**src/hdl/spd_pkg.sv**
```systemverilog
/*
 * Shared constants and types for the setup-pin clock divider block.
 * Assumes setup pins arrive as 2-bit level codes (0, 1/3, 2/3, 1 -> 0..3) from a front end.
 */
package spd_pkg;

    // ****************************************
    // pin levels, pin count and output count
    // ****************************************
    localparam logic [1:0] SPD_LVL_0   = 2'h0;
    localparam logic [1:0] SPD_LVL_1_3 = 2'h1;
    localparam logic [1:0] SPD_LVL_2_3 = 2'h2;
    localparam logic [1:0] SPD_LVL_1   = 2'h3;
    localparam int         SPD_NUM_PINS = 11;
    localparam int         SPD_NUM_OUTS = 3;

    // ****************************************
    // widths and timing counts
    // ****************************************
    localparam int         SPD_RATIO_W     = 6;
    localparam int         SPD_PHASE_W     = 4;
    localparam logic [2:0] SPD_SYNC_CYCLES = 3'h4;
    localparam logic [5:0] SPD_RATIO_BYPASS = 6'h01;

    // ****************************************
    // divide ratio tables, index = low + 4 * high
    // ****************************************
    localparam logic [5:0] SPD_STD_RATIO [0:15] = '{
        6'h01, 6'h02, 6'h03, 6'h04, 6'h05, 6'h06, 6'h08, 6'h09,
        6'h0A, 6'h0C, 6'h0F, 6'h10, 6'h12, 6'h18, 6'h1E, 6'h20};
    localparam logic [5:0] SPD_ALT_RATIO [0:15] = '{
        6'h07, 6'h0B, 6'h0D, 6'h0E, 6'h11, 6'h13, 6'h14, 6'h15,
        6'h16, 6'h17, 6'h19, 6'h1A, 6'h1B, 6'h1C, 6'h1D, 6'h1F};

    // ****************************************
    // types
    // ****************************************
    typedef enum logic [1:0] {
        SPD_HOLD = 2'b00,
        SPD_WAIT = 2'b01,
        SPD_RUN  = 2'b10
    } spd_div_mode_t;

    typedef struct packed {
        logic [SPD_RATIO_W-1:0] ratio;
        logic [SPD_PHASE_W-1:0] phase;
        logic                   enable;
        logic                   bypass;
    } spd_div_cfg_t;

    typedef struct packed {
        spd_div_mode_t          mode;
        logic [SPD_RATIO_W-1:0] cnt;
        logic [SPD_RATIO_W-1:0] wait_cnt;
        logic [SPD_RATIO_W-1:0] ratio;
        logic                   out;
    } spd_div_state_t;

    typedef struct packed {
        logic [SPD_NUM_PINS-1:0][1:0] pin_meta;
        logic [SPD_NUM_PINS-1:0][1:0] pin_stab;
        logic                         sync_meta;
        logic                         sync_stab;
        logic                         sync_prev;
        logic [2:0]                   rel_cnt;
        logic                         start;
        logic [SPD_NUM_OUTS-1:0]      enable;
        logic [SPD_NUM_OUTS-1:0]      bypass;
        logic [3:0]                   fine_word;
        logic                         fine_on;
        logic [1:0]                   delay_range;
        logic [1:0]                   level_sel;
    } spd_top_state_t;

endpackage : spd_pkg

```
**src/hdl/spd_divider.sv**
```systemverilog
/*
 * One clock output divider with phase offset and sync hold.
 * Assumes hold and start come from logic on the same clock; start is a one-cycle pulse.
 */
`timescale 1ns/1ps
module spd_divider (
    // clock and reset
    input  wire logic          clk,
    input  wire logic          rst,
    // control
    input  spd_pkg::spd_div_cfg_t cfg,
    input  wire logic          hold,
    input  wire logic          start,
    // output
    output logic               out
);
    import spd_pkg::*;

    spd_div_state_t div_reg;
    spd_div_state_t div_next;
    logic [SPD_RATIO_W-1:0] high_time;

    always_comb begin
        div_next  = div_reg;
        high_time = {1'b0, div_reg.ratio[SPD_RATIO_W-1:1]};
        case (div_reg.mode)
            SPD_HOLD: begin
                div_next.out = 1'b0;
                if (start) begin
                    // ratio and phase only taken here, so their changes wait for a sync
                    div_next.ratio    = cfg.ratio;
                    div_next.wait_cnt = {2'h0, cfg.phase} % cfg.ratio;
                    div_next.mode     = SPD_WAIT;
                end
            end
            SPD_WAIT: begin
                if (div_reg.wait_cnt == '0) begin
                    div_next.mode = SPD_RUN;
                    div_next.cnt  = '0;
                    div_next.out  = 1'b1;
                end else begin
                    div_next.wait_cnt = div_reg.wait_cnt - 6'h01;
                end
            end
            SPD_RUN: begin
                div_next.cnt = (div_reg.cnt == div_reg.ratio - 6'h01) ? '0 : div_reg.cnt + 6'h01;
                div_next.out = (div_next.cnt < high_time);
            end
            default: begin
                div_next.mode = SPD_HOLD;
                div_next.out  = 1'b0;
            end
        endcase
        if (hold) begin
            div_next.mode = SPD_HOLD;
            div_next.out  = 1'b0;
        end
        // bypass marks the pass-through path; sync has no effect on it
        if (cfg.bypass) begin
            div_next.out = 1'b1;
        end
        if (!cfg.enable) begin
            div_next.out = 1'b0;
        end
    end

    always_ff @(posedge clk) begin
        if (rst) begin
            div_reg <= '{mode: SPD_HOLD, cnt: '0, wait_cnt: '0, ratio: SPD_RATIO_BYPASS, out: 1'b0};
        end else begin
            div_reg <= div_next;
        end
    end

    assign out = div_reg.out;

endmodule : spd_divider

```
**src/hdl/spd_top.sv**
```systemverilog
/*
 * Setup-pin decode and three clock dividers, phase offset on the second and third.
 * Assumes pins and the sync strobe are asynchronous and CLK is the fast input clock.
 */
`timescale 1ns/1ps

// Overview of operation
// - second and third outputs get 4-bit phase
// - pins 5/6: third ratio or second phase
// - pins 7/8: second ratio or third phase
// - pins 9/10: first ratio or third alt ratio
// - high time is floor of half ratio
// - wait phase cycles after sync release
// - phase steps are one input cycle each
// - phase wraps modulo the divide ratio
// - unique phases below ratio, max 15
// - sync low freezes; resume nine cycles later
// - ratio one bypasses divider, ignores sync
// - output-use pin disables at most one output
// - pins 3/4: third phase or fine delay
module spd_top (
    // clock and reset
    input  wire logic       CLK,
    input  wire logic       SYS_RST,
    // setup pins, level codes
    input  wire logic [1:0] DELAY_MODE_PIN,
    input  wire logic [1:0] OUTPUT_LEVEL_PIN,
    input  wire logic [1:0] OUTPUT_USE_PIN,
    input  wire logic [1:0] FINE_WORD_LOW_PIN,
    input  wire logic [1:0] FINE_WORD_HIGH_PIN,
    input  wire logic [1:0] SECOND_DIV_LOW_PIN,
    input  wire logic [1:0] SECOND_DIV_HIGH_PIN,
    input  wire logic [1:0] THIRD_DIV_LOW_PIN,
    input  wire logic [1:0] THIRD_DIV_HIGH_PIN,
    input  wire logic [1:0] FIRST_DIV_LOW_PIN,
    input  wire logic [1:0] FIRST_DIV_HIGH_PIN,
    // sync strobe
    input  wire logic       SYNC_REQUEST_N,
    // clock outputs
    output logic            CLOCK_OUTPUT_A,
    output logic            CLOCK_OUTPUT_B,
    output logic            CLOCK_OUTPUT_C,
    // output status
    output logic [2:0]      OUTPUT_ENABLE,
    output logic [2:0]      OUTPUT_BYPASS,
    // delay element control
    output logic [3:0]      FINE_DELAY_WORD,
    output logic            FINE_DELAY_ON,
    output logic [1:0]      DELAY_RANGE,
    output logic [1:0]      OUTPUT_LEVEL_SEL
);
    import spd_pkg::*;

    // ****************************************
    // state
    // ****************************************
    spd_top_state_t                 top_reg;
    spd_top_state_t                 top_next;
    logic [SPD_NUM_PINS-1:0][1:0]   pins_in;
    logic [1:0]                     use_lvl;
    logic [1:0]                     mode_lvl;
    logic [3:0]                     idx_34;
    logic [3:0]                     idx_56;
    logic [3:0]                     idx_78;
    logic [3:0]                     idx_910;
    spd_div_cfg_t [SPD_NUM_OUTS-1:0] cfg;
    logic [SPD_NUM_OUTS-1:0]        div_out;

    // element n of the bundle carries setup pin n
    assign pins_in = {FIRST_DIV_HIGH_PIN, FIRST_DIV_LOW_PIN, THIRD_DIV_HIGH_PIN, THIRD_DIV_LOW_PIN,
                      SECOND_DIV_HIGH_PIN, SECOND_DIV_LOW_PIN, FINE_WORD_HIGH_PIN, FINE_WORD_LOW_PIN,
                      OUTPUT_USE_PIN, OUTPUT_LEVEL_PIN, DELAY_MODE_PIN};

    // ****************************************
    // decode of the settled pin levels
    // ****************************************
    always_comb begin
        mode_lvl = top_reg.pin_stab[0];
        use_lvl  = top_reg.pin_stab[2];
        idx_34   = {top_reg.pin_stab[4], top_reg.pin_stab[3]};
        idx_56   = {top_reg.pin_stab[6], top_reg.pin_stab[5]};
        idx_78   = {top_reg.pin_stab[8], top_reg.pin_stab[7]};
        idx_910  = {top_reg.pin_stab[10], top_reg.pin_stab[9]};

        // unused settings park at ratio one with no phase
        for (int i = 0; i < SPD_NUM_OUTS; i++) begin
            cfg[i].ratio  = SPD_RATIO_BYPASS;
            cfg[i].phase  = 4'h0;
            cfg[i].enable = 1'b1;
        end

        // the output-use level decides what pin pairs 5/6, 7/8 and 9/10 mean
        case (use_lvl)
            SPD_LVL_0: begin
                cfg[0].ratio  = SPD_STD_RATIO[idx_910];
                cfg[1].ratio  = SPD_STD_RATIO[idx_78];
                cfg[1].phase  = idx_56;
                cfg[2].enable = 1'b0;
            end
            SPD_LVL_1_3: begin
                cfg[0].ratio = SPD_STD_RATIO[idx_910];
                cfg[1].ratio = SPD_STD_RATIO[idx_78];
                cfg[2].ratio = SPD_STD_RATIO[idx_56];
            end
            SPD_LVL_2_3: begin
                cfg[0].enable = 1'b0;
                cfg[1].ratio  = SPD_STD_RATIO[idx_78];
                cfg[2].ratio  = SPD_ALT_RATIO[idx_910];
            end
            SPD_LVL_1: begin
                cfg[0].ratio  = SPD_STD_RATIO[idx_910];
                cfg[1].enable = 1'b0;
                cfg[2].ratio  = SPD_STD_RATIO[idx_56];
                if (mode_lvl != SPD_LVL_0) begin
                    cfg[2].phase = idx_78;
                end
            end
            default: begin
                // unreachable for two-bit levels; park all outputs off
                cfg[0].enable = 1'b0;
                cfg[1].enable = 1'b0;
                cfg[2].enable = 1'b0;
            end
        endcase

        // with the delay element off its word pins steer the third phase
        if (mode_lvl == SPD_LVL_0) begin
            cfg[2].phase = idx_34;
        end

        // a disabled output keeps ratio one, so its bypass flag may read set
        for (int i = 0; i < SPD_NUM_OUTS; i++) begin
            cfg[i].bypass = (cfg[i].ratio == SPD_RATIO_BYPASS);
        end
    end

    // ****************************************
    // pin synchronisers, sync release timer, status
    // ****************************************
    always_comb begin
        top_next           = top_reg;
        top_next.pin_meta  = pins_in;
        top_next.pin_stab  = top_reg.pin_meta;
        top_next.sync_meta = SYNC_REQUEST_N;
        top_next.sync_stab = top_reg.sync_meta;
        top_next.sync_prev = top_reg.sync_stab;

        // a new low during the countdown restarts the whole sequence
        if (!top_reg.sync_stab) begin
            top_next.rel_cnt = 3'h0;
        end else if (!top_reg.sync_prev) begin
            top_next.rel_cnt = SPD_SYNC_CYCLES;
        end else if (top_reg.rel_cnt != 3'h0) begin
            top_next.rel_cnt = top_reg.rel_cnt - 3'h1;
        end
        // start is a flop so all three dividers leave hold on one edge
        top_next.start = top_reg.sync_stab && (top_reg.rel_cnt == 3'h1);

        // status follows the live decode; only divider ratio and phase wait for a sync
        for (int i = 0; i < SPD_NUM_OUTS; i++) begin
            top_next.enable[i] = cfg[i].enable;
            top_next.bypass[i] = cfg[i].bypass;
        end
        // word and range only pass through; the analog delay sits outside
        top_next.fine_on     = (mode_lvl != SPD_LVL_0);
        top_next.fine_word   = (mode_lvl != SPD_LVL_0) ? idx_34 : 4'h0;
        top_next.delay_range = mode_lvl;
        top_next.level_sel   = top_reg.pin_stab[1];
    end

    always_ff @(posedge CLK) begin
        if (SYS_RST) begin
            // reset acts as the power-on sync: count down as if just released
            top_reg.pin_meta    <= '0;
            top_reg.pin_stab    <= '0;
            top_reg.sync_meta   <= 1'b1;
            top_reg.sync_stab   <= 1'b1;
            top_reg.sync_prev   <= 1'b1;
            top_reg.rel_cnt     <= SPD_SYNC_CYCLES;
            top_reg.start       <= 1'b0;
            top_reg.enable      <= '0;
            top_reg.bypass      <= '0;
            top_reg.fine_word   <= 4'h0;
            top_reg.fine_on     <= 1'b0;
            top_reg.delay_range <= 2'h0;
            top_reg.level_sel   <= 2'h0;
        end else begin
            top_reg <= top_next;
        end
    end

    // ****************************************
    // dividers
    // ****************************************
    for (genvar g = 0; g < SPD_NUM_OUTS; g++) begin : g_div
        // hold comes from the second sync flop, so all three freeze on one edge
        spd_divider u_div (
            .clk   (CLK),
            .rst   (SYS_RST),
            .cfg   (cfg[g]),
            .hold  (!top_reg.sync_stab),
            .start (top_reg.start),
            .out   (div_out[g])
        );
    end

    // ****************************************
    // outputs
    // ****************************************
    assign CLOCK_OUTPUT_A   = div_out[0];
    assign CLOCK_OUTPUT_B   = div_out[1];
    assign CLOCK_OUTPUT_C   = div_out[2];
    assign OUTPUT_ENABLE    = top_reg.enable;
    assign OUTPUT_BYPASS    = top_reg.bypass;
    assign FINE_DELAY_WORD  = top_reg.fine_word;
    assign FINE_DELAY_ON    = top_reg.fine_on;
    assign DELAY_RANGE      = top_reg.delay_range;
    assign OUTPUT_LEVEL_SEL = top_reg.level_sel;

endmodule : spd_top

```
**config.mk**
```make
export PLATFORM = sky130hd
export DESIGN_NAME = spd_top
export DESIGN_NICKNAME = d
export VERILOG_FILES = /design/src/hdl/spd_pkg.sv /design/src/hdl/spd_divider.sv /design/src/hdl/spd_top.sv
export SDC_FILE = /design/constraint.sdc
export NUM_CORES = 1
export LEC_CHECK = 0
export BUFFER_PORTS_ARGS = -buffer_cell sky130_fd_sc_hd__buf_2
export CORE_MARGIN = 10
export CORE_UTILIZATION = 45
export DETAILED_ROUTE_END_ITERATION = 8
export GPL_ROUTABILITY_DRIVEN = 0
export PLACE_DENSITY_LB_ADDON = 0.12
export SYNTH_ARGS = -nofsm -noshare
export SYNTH_HDL_FRONTEND = slang
export SYNTH_SLANG_ARGS = --single-unit
```
**constraint.sdc**
```tcl
create_clock -name CLK -period 8.8 [get_ports CLK]
set_input_delay 1.76 -clock CLK [delete_from_list [all_inputs] [get_ports CLK]]
set_output_delay 1.76 -clock CLK [all_outputs]
set_load 0.05 [all_outputs]
```
# Word-level counts from Yosys, hierarchy flattened
# Memory sizes are Yosys's and may differ from the RTL's.
# Cells that the tools add are included.
# word_totals
output_inout_bits	18
romBits	384
latch_bits	0
ramBits	0
wordCells	203
mem_count	4
input_bits	25
reg_bits	129
# mem_list
name	depth	width	rd	rd_ports_with_merged_regs	wr	line	source
(no name shown)	16	6	1	0	0	spd_top.sv:113	cfg[2].ratio = SPD_STD_RATIO[idx_56];
(no name shown)	16	6	1	0	0	spd_top.sv:111	cfg[0].ratio = SPD_STD_RATIO[idx_910];
(no name shown)	16	6	1	0	0	spd_top.sv:108	cfg[2].ratio = SPD_ALT_RATIO[idx_910];
(no name shown)	16	6	1	0	0	spd_top.sv:107	cfg[1].ratio = SPD_STD_RATIO[idx_78];
# classes
bitwise	9
mux	55
eq_ne	29
magnitude_cmp	6
div	3
mul	0
n_reduce_logical	38
addsub	10
shift	0
# ops
operator	count
$mux W6	16
$pmux W6 S2	7
$mux W12	3
$sub A6 B1 Y6 const B	6
$mux W8	3
$add A6 B1 Y6 const B	3
$eq A6 B1 Y1 const B	3
$eq A6 B6 Y1	3
$logic_not A6 Y1	3
$lt A6 B5 Y1	3
$pmux W2 S3	3
$reduce_and A3 Y1	6
$mux W4	4
$ge A5 B5 Y1 const B	3
$not A4 Y5	3
$reduce_bool A2 Y1	7
$mod A4 B6 Y6	2
$mux W1	12
$ne A2 B2 Y1 const B	6
$ne A4 B3 Y1 const B	3
$reduce_and A2 Y1	6
$reduce_or A2 Y1	6
$eq A2 B2 Y1 const B	5
$logic_not A2 Y1	5
13 further kinds	29

# Logic depth before layout (Yosys ltp)
# logic_depth
word_depth	8
ltp_mapped	38

# By module
# Synthesis repeated with hierarchy kept, for this count alone.
# hier_totals
hier_cells	1303
hier_area_um2	10576.4
# by_module_without_submodules
mod	cells_each	instances	seq_area_each_um2	area_per_inst_um2
spd_divider (g_div[0].u_div ...)	331	2	420.4	2537.4
spd_top	316	1	1321.3	2934.1
spd_divider (g_div[1].u_div)	325	1	420.4	2567.5

# Least setup slack after synthesis
# OpenSTA, ideal clock, no wires.
# synth_timing
path_type	register to register
from	register top_reg, in the netlist idx_910[0]
to	register g_div[2].u_div.div_reg[7] (netlist bit)
stages_incl_launch_ff	35
setup_ps	70
t_arrival_ps	7713
setup_slack_ps	1016
required_time_ps	8730
path_cell_list	dfxtp_1 -> inv_1 -> ha_1 -> inv_1 -> mux4_1 -> a2bb2oi_2 -> inv_1 -> ha_1 -> o21a_1 -> o21a_1 -> or2_2 -> a21oi_1 -> a31oi_2 -> ha_1 -> o21a_1 -> o21ai_0 -> a211oi_2 -> buf_4 -> mux2_2 -> ha_1 -> or4_4 -> a31oi_2 -> or2_1 -> buf_2 -> mux2i_1 -> inv_1 -> fa_1 -> nor2b_1 -> nor3_1 -> o21ai_0 -> a21o_1 -> clkbuf_1 -> mux2i_1 -> nand4b_1 -> a21oi_1
# synth_lines
element	line	source
start, declared	spd_top.sv:57	spd_top_state_t top_reg;
start signal, assigned	spd_top.sv:188	top_reg <= top_next;
end signal, assigned	spd_divider.sv:69	div_reg <= '{mode: SPD_HOLD, cnt: '0, wait_cnt: '0, ratio: SPD_RATIO_BYPASS, out: 1'b0};
end signal, assigned	spd_divider.sv:71	div_reg <= div_next;
end, declared	spd_divider.sv:19	spd_div_state_t div_reg;

==> results.md <==
- Final core occ: 0.505
- Switching portion of total power: 0.421
- Final hold slack: between 400 and 500 ps
- CTS tree: built
- Pwr Density: 278 nW/µm²
- Crit Path Max Fanout: 11
- Least-Margin Pin Slew: 770 ps
- Post-synth ARST share: 0
- Port Buffer Count: 42
- Post-Syn Area: 10,100 µm²
- EDFF count, synth: 0
- Final HPWL DP: 17,600 µm
- Worst setup EP type: register
- Final setup violation count: 0
- Clk sink count: 129
- Die area: 28,900 µm²
- Largest net degree at the start of global routing: 62
- Initial Util: 0.461
- Row count: 54
- Yosys cell types: 94
- Worst Path Arrival: roughly 8500 ps
- # fillers: roughly 2,100
- Hold Crit Start: top_next[34]
- Flop pwr share: 0.212
- Slowest stage cell, crit path: mux4_1
- Final WL: 23,800 µm
- CP startpoint: idx_910[0]
- I/O pins: 43
- Fmax: approximately 120 MHz
- Sw power: 1.30 mW
- CP Data Required Time: 9160 ps
- Post-route minimum period: around 8000 ps
- Max_cap viols: 0
- Worst setup SP type: register
- Die Width: 170 µm
- Flops & latches, synth: around 130
- Worst vdd ir: 0.000195 V
- Area grow syn2layout: 9.54%
- Combinational share of power: 0.557
- Total chip power: between 3 and 4 mW
- H-tree depth: 4
- Synth top cells by count: dfxtp_1 (129), nor2_1 (123), ha_1 (113)
- Max-slew violation count: 0
- Pre-CTS setup slack: approximately 440 ps
- Hold-fix buffers, CTS: 0
- Vias per std cell: 5.51
- Clock share of power: 0.231
- Vias in the first global route: roughly 8,200
- Initial antenna violation count: 0
- Yosys top cell area share: 0.255
- CP Class: reg2reg
- Die height: 170 µm
- Clock transition at the registers of the reported paths: 60 ps
- Synth Instances: 1,254
- Layout cells sized above 1: 0.108
- Top FF cell, synth: dfxtp_1
- WL/cell: 15.2 µm
- CTS Buf Count: 17
- Synth top area cells: dfxtp_1 (25%), ha_1 (14%), nor2b_1 (4.9%)
- Clk buf depth: 2
- LEAKAGE: 4.64 nW
- First-pass DRT Iterations: 5
- Clock root buffer master: clkbuf_16
- Final clock skew: just under 8 ps
- Sequential area share after synthesis: 0.255
- HP Class: reg2reg
- Overflow after GRT: 0
- Cell taking the most area after synthesis: dfxtp_1
- CP max stage delay: slightly above 500 ps
- Final net count: around 1,400
- Critical R2R Launch: idx_910[0]
- Max-slew headroom: 0.481
- PnR worst setup slack: roughly 690 ps
- Total negative setup slack: 0 ps
- Mean Syn Cell Area: 8.08 µm²
- DRT iter0 DRCs: 532
- Max reg flops: 60
- Count leader, synth: dfxtp_1
- Yosys warnings: 0
- Fin crit share: 0.922
- First-pass GRT wire length: 40,400 µm
- Vias: 8,616
- Drc violations: 0
- Final Hold Vio Count: 0
- Global-route usage over all layers: 0.167
- Core Area: 22,000 µm²
- Routed Antenna Nets: 0
- Outcome: finished, final reports clean
- Ant diodes: 0
- Worst-Skew Late Latency: 420 ps
- Int Pwr: 1.79 mW
[worst max-delay path, delay by kind of cell, from the launching register on]
kind,cells,cell delay (ps)
adder cells (fa/ha/maj),5,1780
AO/OA/AOI/OAI,15,3090
AND/OR/NAND/NOR,5,1230
multiplexers,3,1130
buffers and inverters,4,380
flip-flops,1,460
[layer usage]
layer / vias up / wire length, µm / GRT usage
li1: 4479 / - / -
met1: 3992 / 12400 / 0.233
met2: 121 / 10500 / 0.260
met3: 24 / 656 / 0.0275
met4: 0 / 238 / 0.0442
met5: - / 0 / 0
[path summary, 6_finish.rpt]
kind,cells past startpoint,slack [ps],endpoint
max,32,690,g_div[2].u_div.div_reg[9]
min,1,430,idx_56[2]
max reg2reg,32,690,g_div[2].u_div.div_reg[9]
min reg2reg,1,430,idx_56[2]
[timing repair]
action,CTS,global route
buffers inserted,0,6
endpoints found under the setup margin,0,8
resized for setup,0,4
[through the flow]
stage	cells	cell area, µm²
floorplan	1255	10100
global placement	1526	10400
detailed placement	1526	10400
CTS	1558	11000
global route	1564	11100
finish	1564	11100
[cell families (layout without fill, tap and decap cells)]
family,Yosys count,in the layout,synth area share
compound gates,309,309,0.215
xor+xnor,59,59,0.0510
fa+ha+maj,115,115,0.144
buf+inv,144,173,0.0628
flops,129,129,0.255
mux,29,29,0.0327
other cells,1,2,0.000370
simple gates,468,468,0.240
[layout make-up]
| class | instances | area (µm²) | share of cell area |
|---|---|---|---|
| clock buffer | 18 | 429 | 0.0387 |
| inverter | 83 | 312 | 0.0281 |
| clock inverter | 14 | 158 | 0.0142 |
| multi-input combinational | 982 | 6930 | 0.625 |
| sequential | 129 | 2580 | 0.233 |
| tap | 280 | 350 | 0.0316 |
| timing repair buffer | 58 | 333 | 0.0300 |
[cell usage in the layout, fill, tap and decap left out, drive strengths merged, types with 9 or more instances in the layout]
cell	instances
dfxtp	129
nor2	124
ha	113
inv	86
nor2b	79
nand2	75
o21ai	70
a21oi	64
buf	58
xnor2	38
nor3	33
nand3	29
o21a	26
and2	22
nand2b	21
xor2	21
clkbuf	18
a31oi	18
mux2i	17
and3	16
o211ai	15
a211oi	14
or3	13
o31ai	12
nand4	11
or2	11
a22oi	10
mux2	10
a21o	9
[power by group through the flow]
stage | registers (mW) | logic, mW | clock network (mW)
finish | 0.656 | 1.72 | 0.712
global route | 0.663 | 1.93 | 0.750
CTS | 0.656 | 1.68 | 0.729
detailed placement | 0.669 | 1.67 | 0
global placement | 0.668 | 1.66 | 0
floorplan | 0.662 | 1.37 | 0
Note: power is estimated with default switching activity, not from simulation.
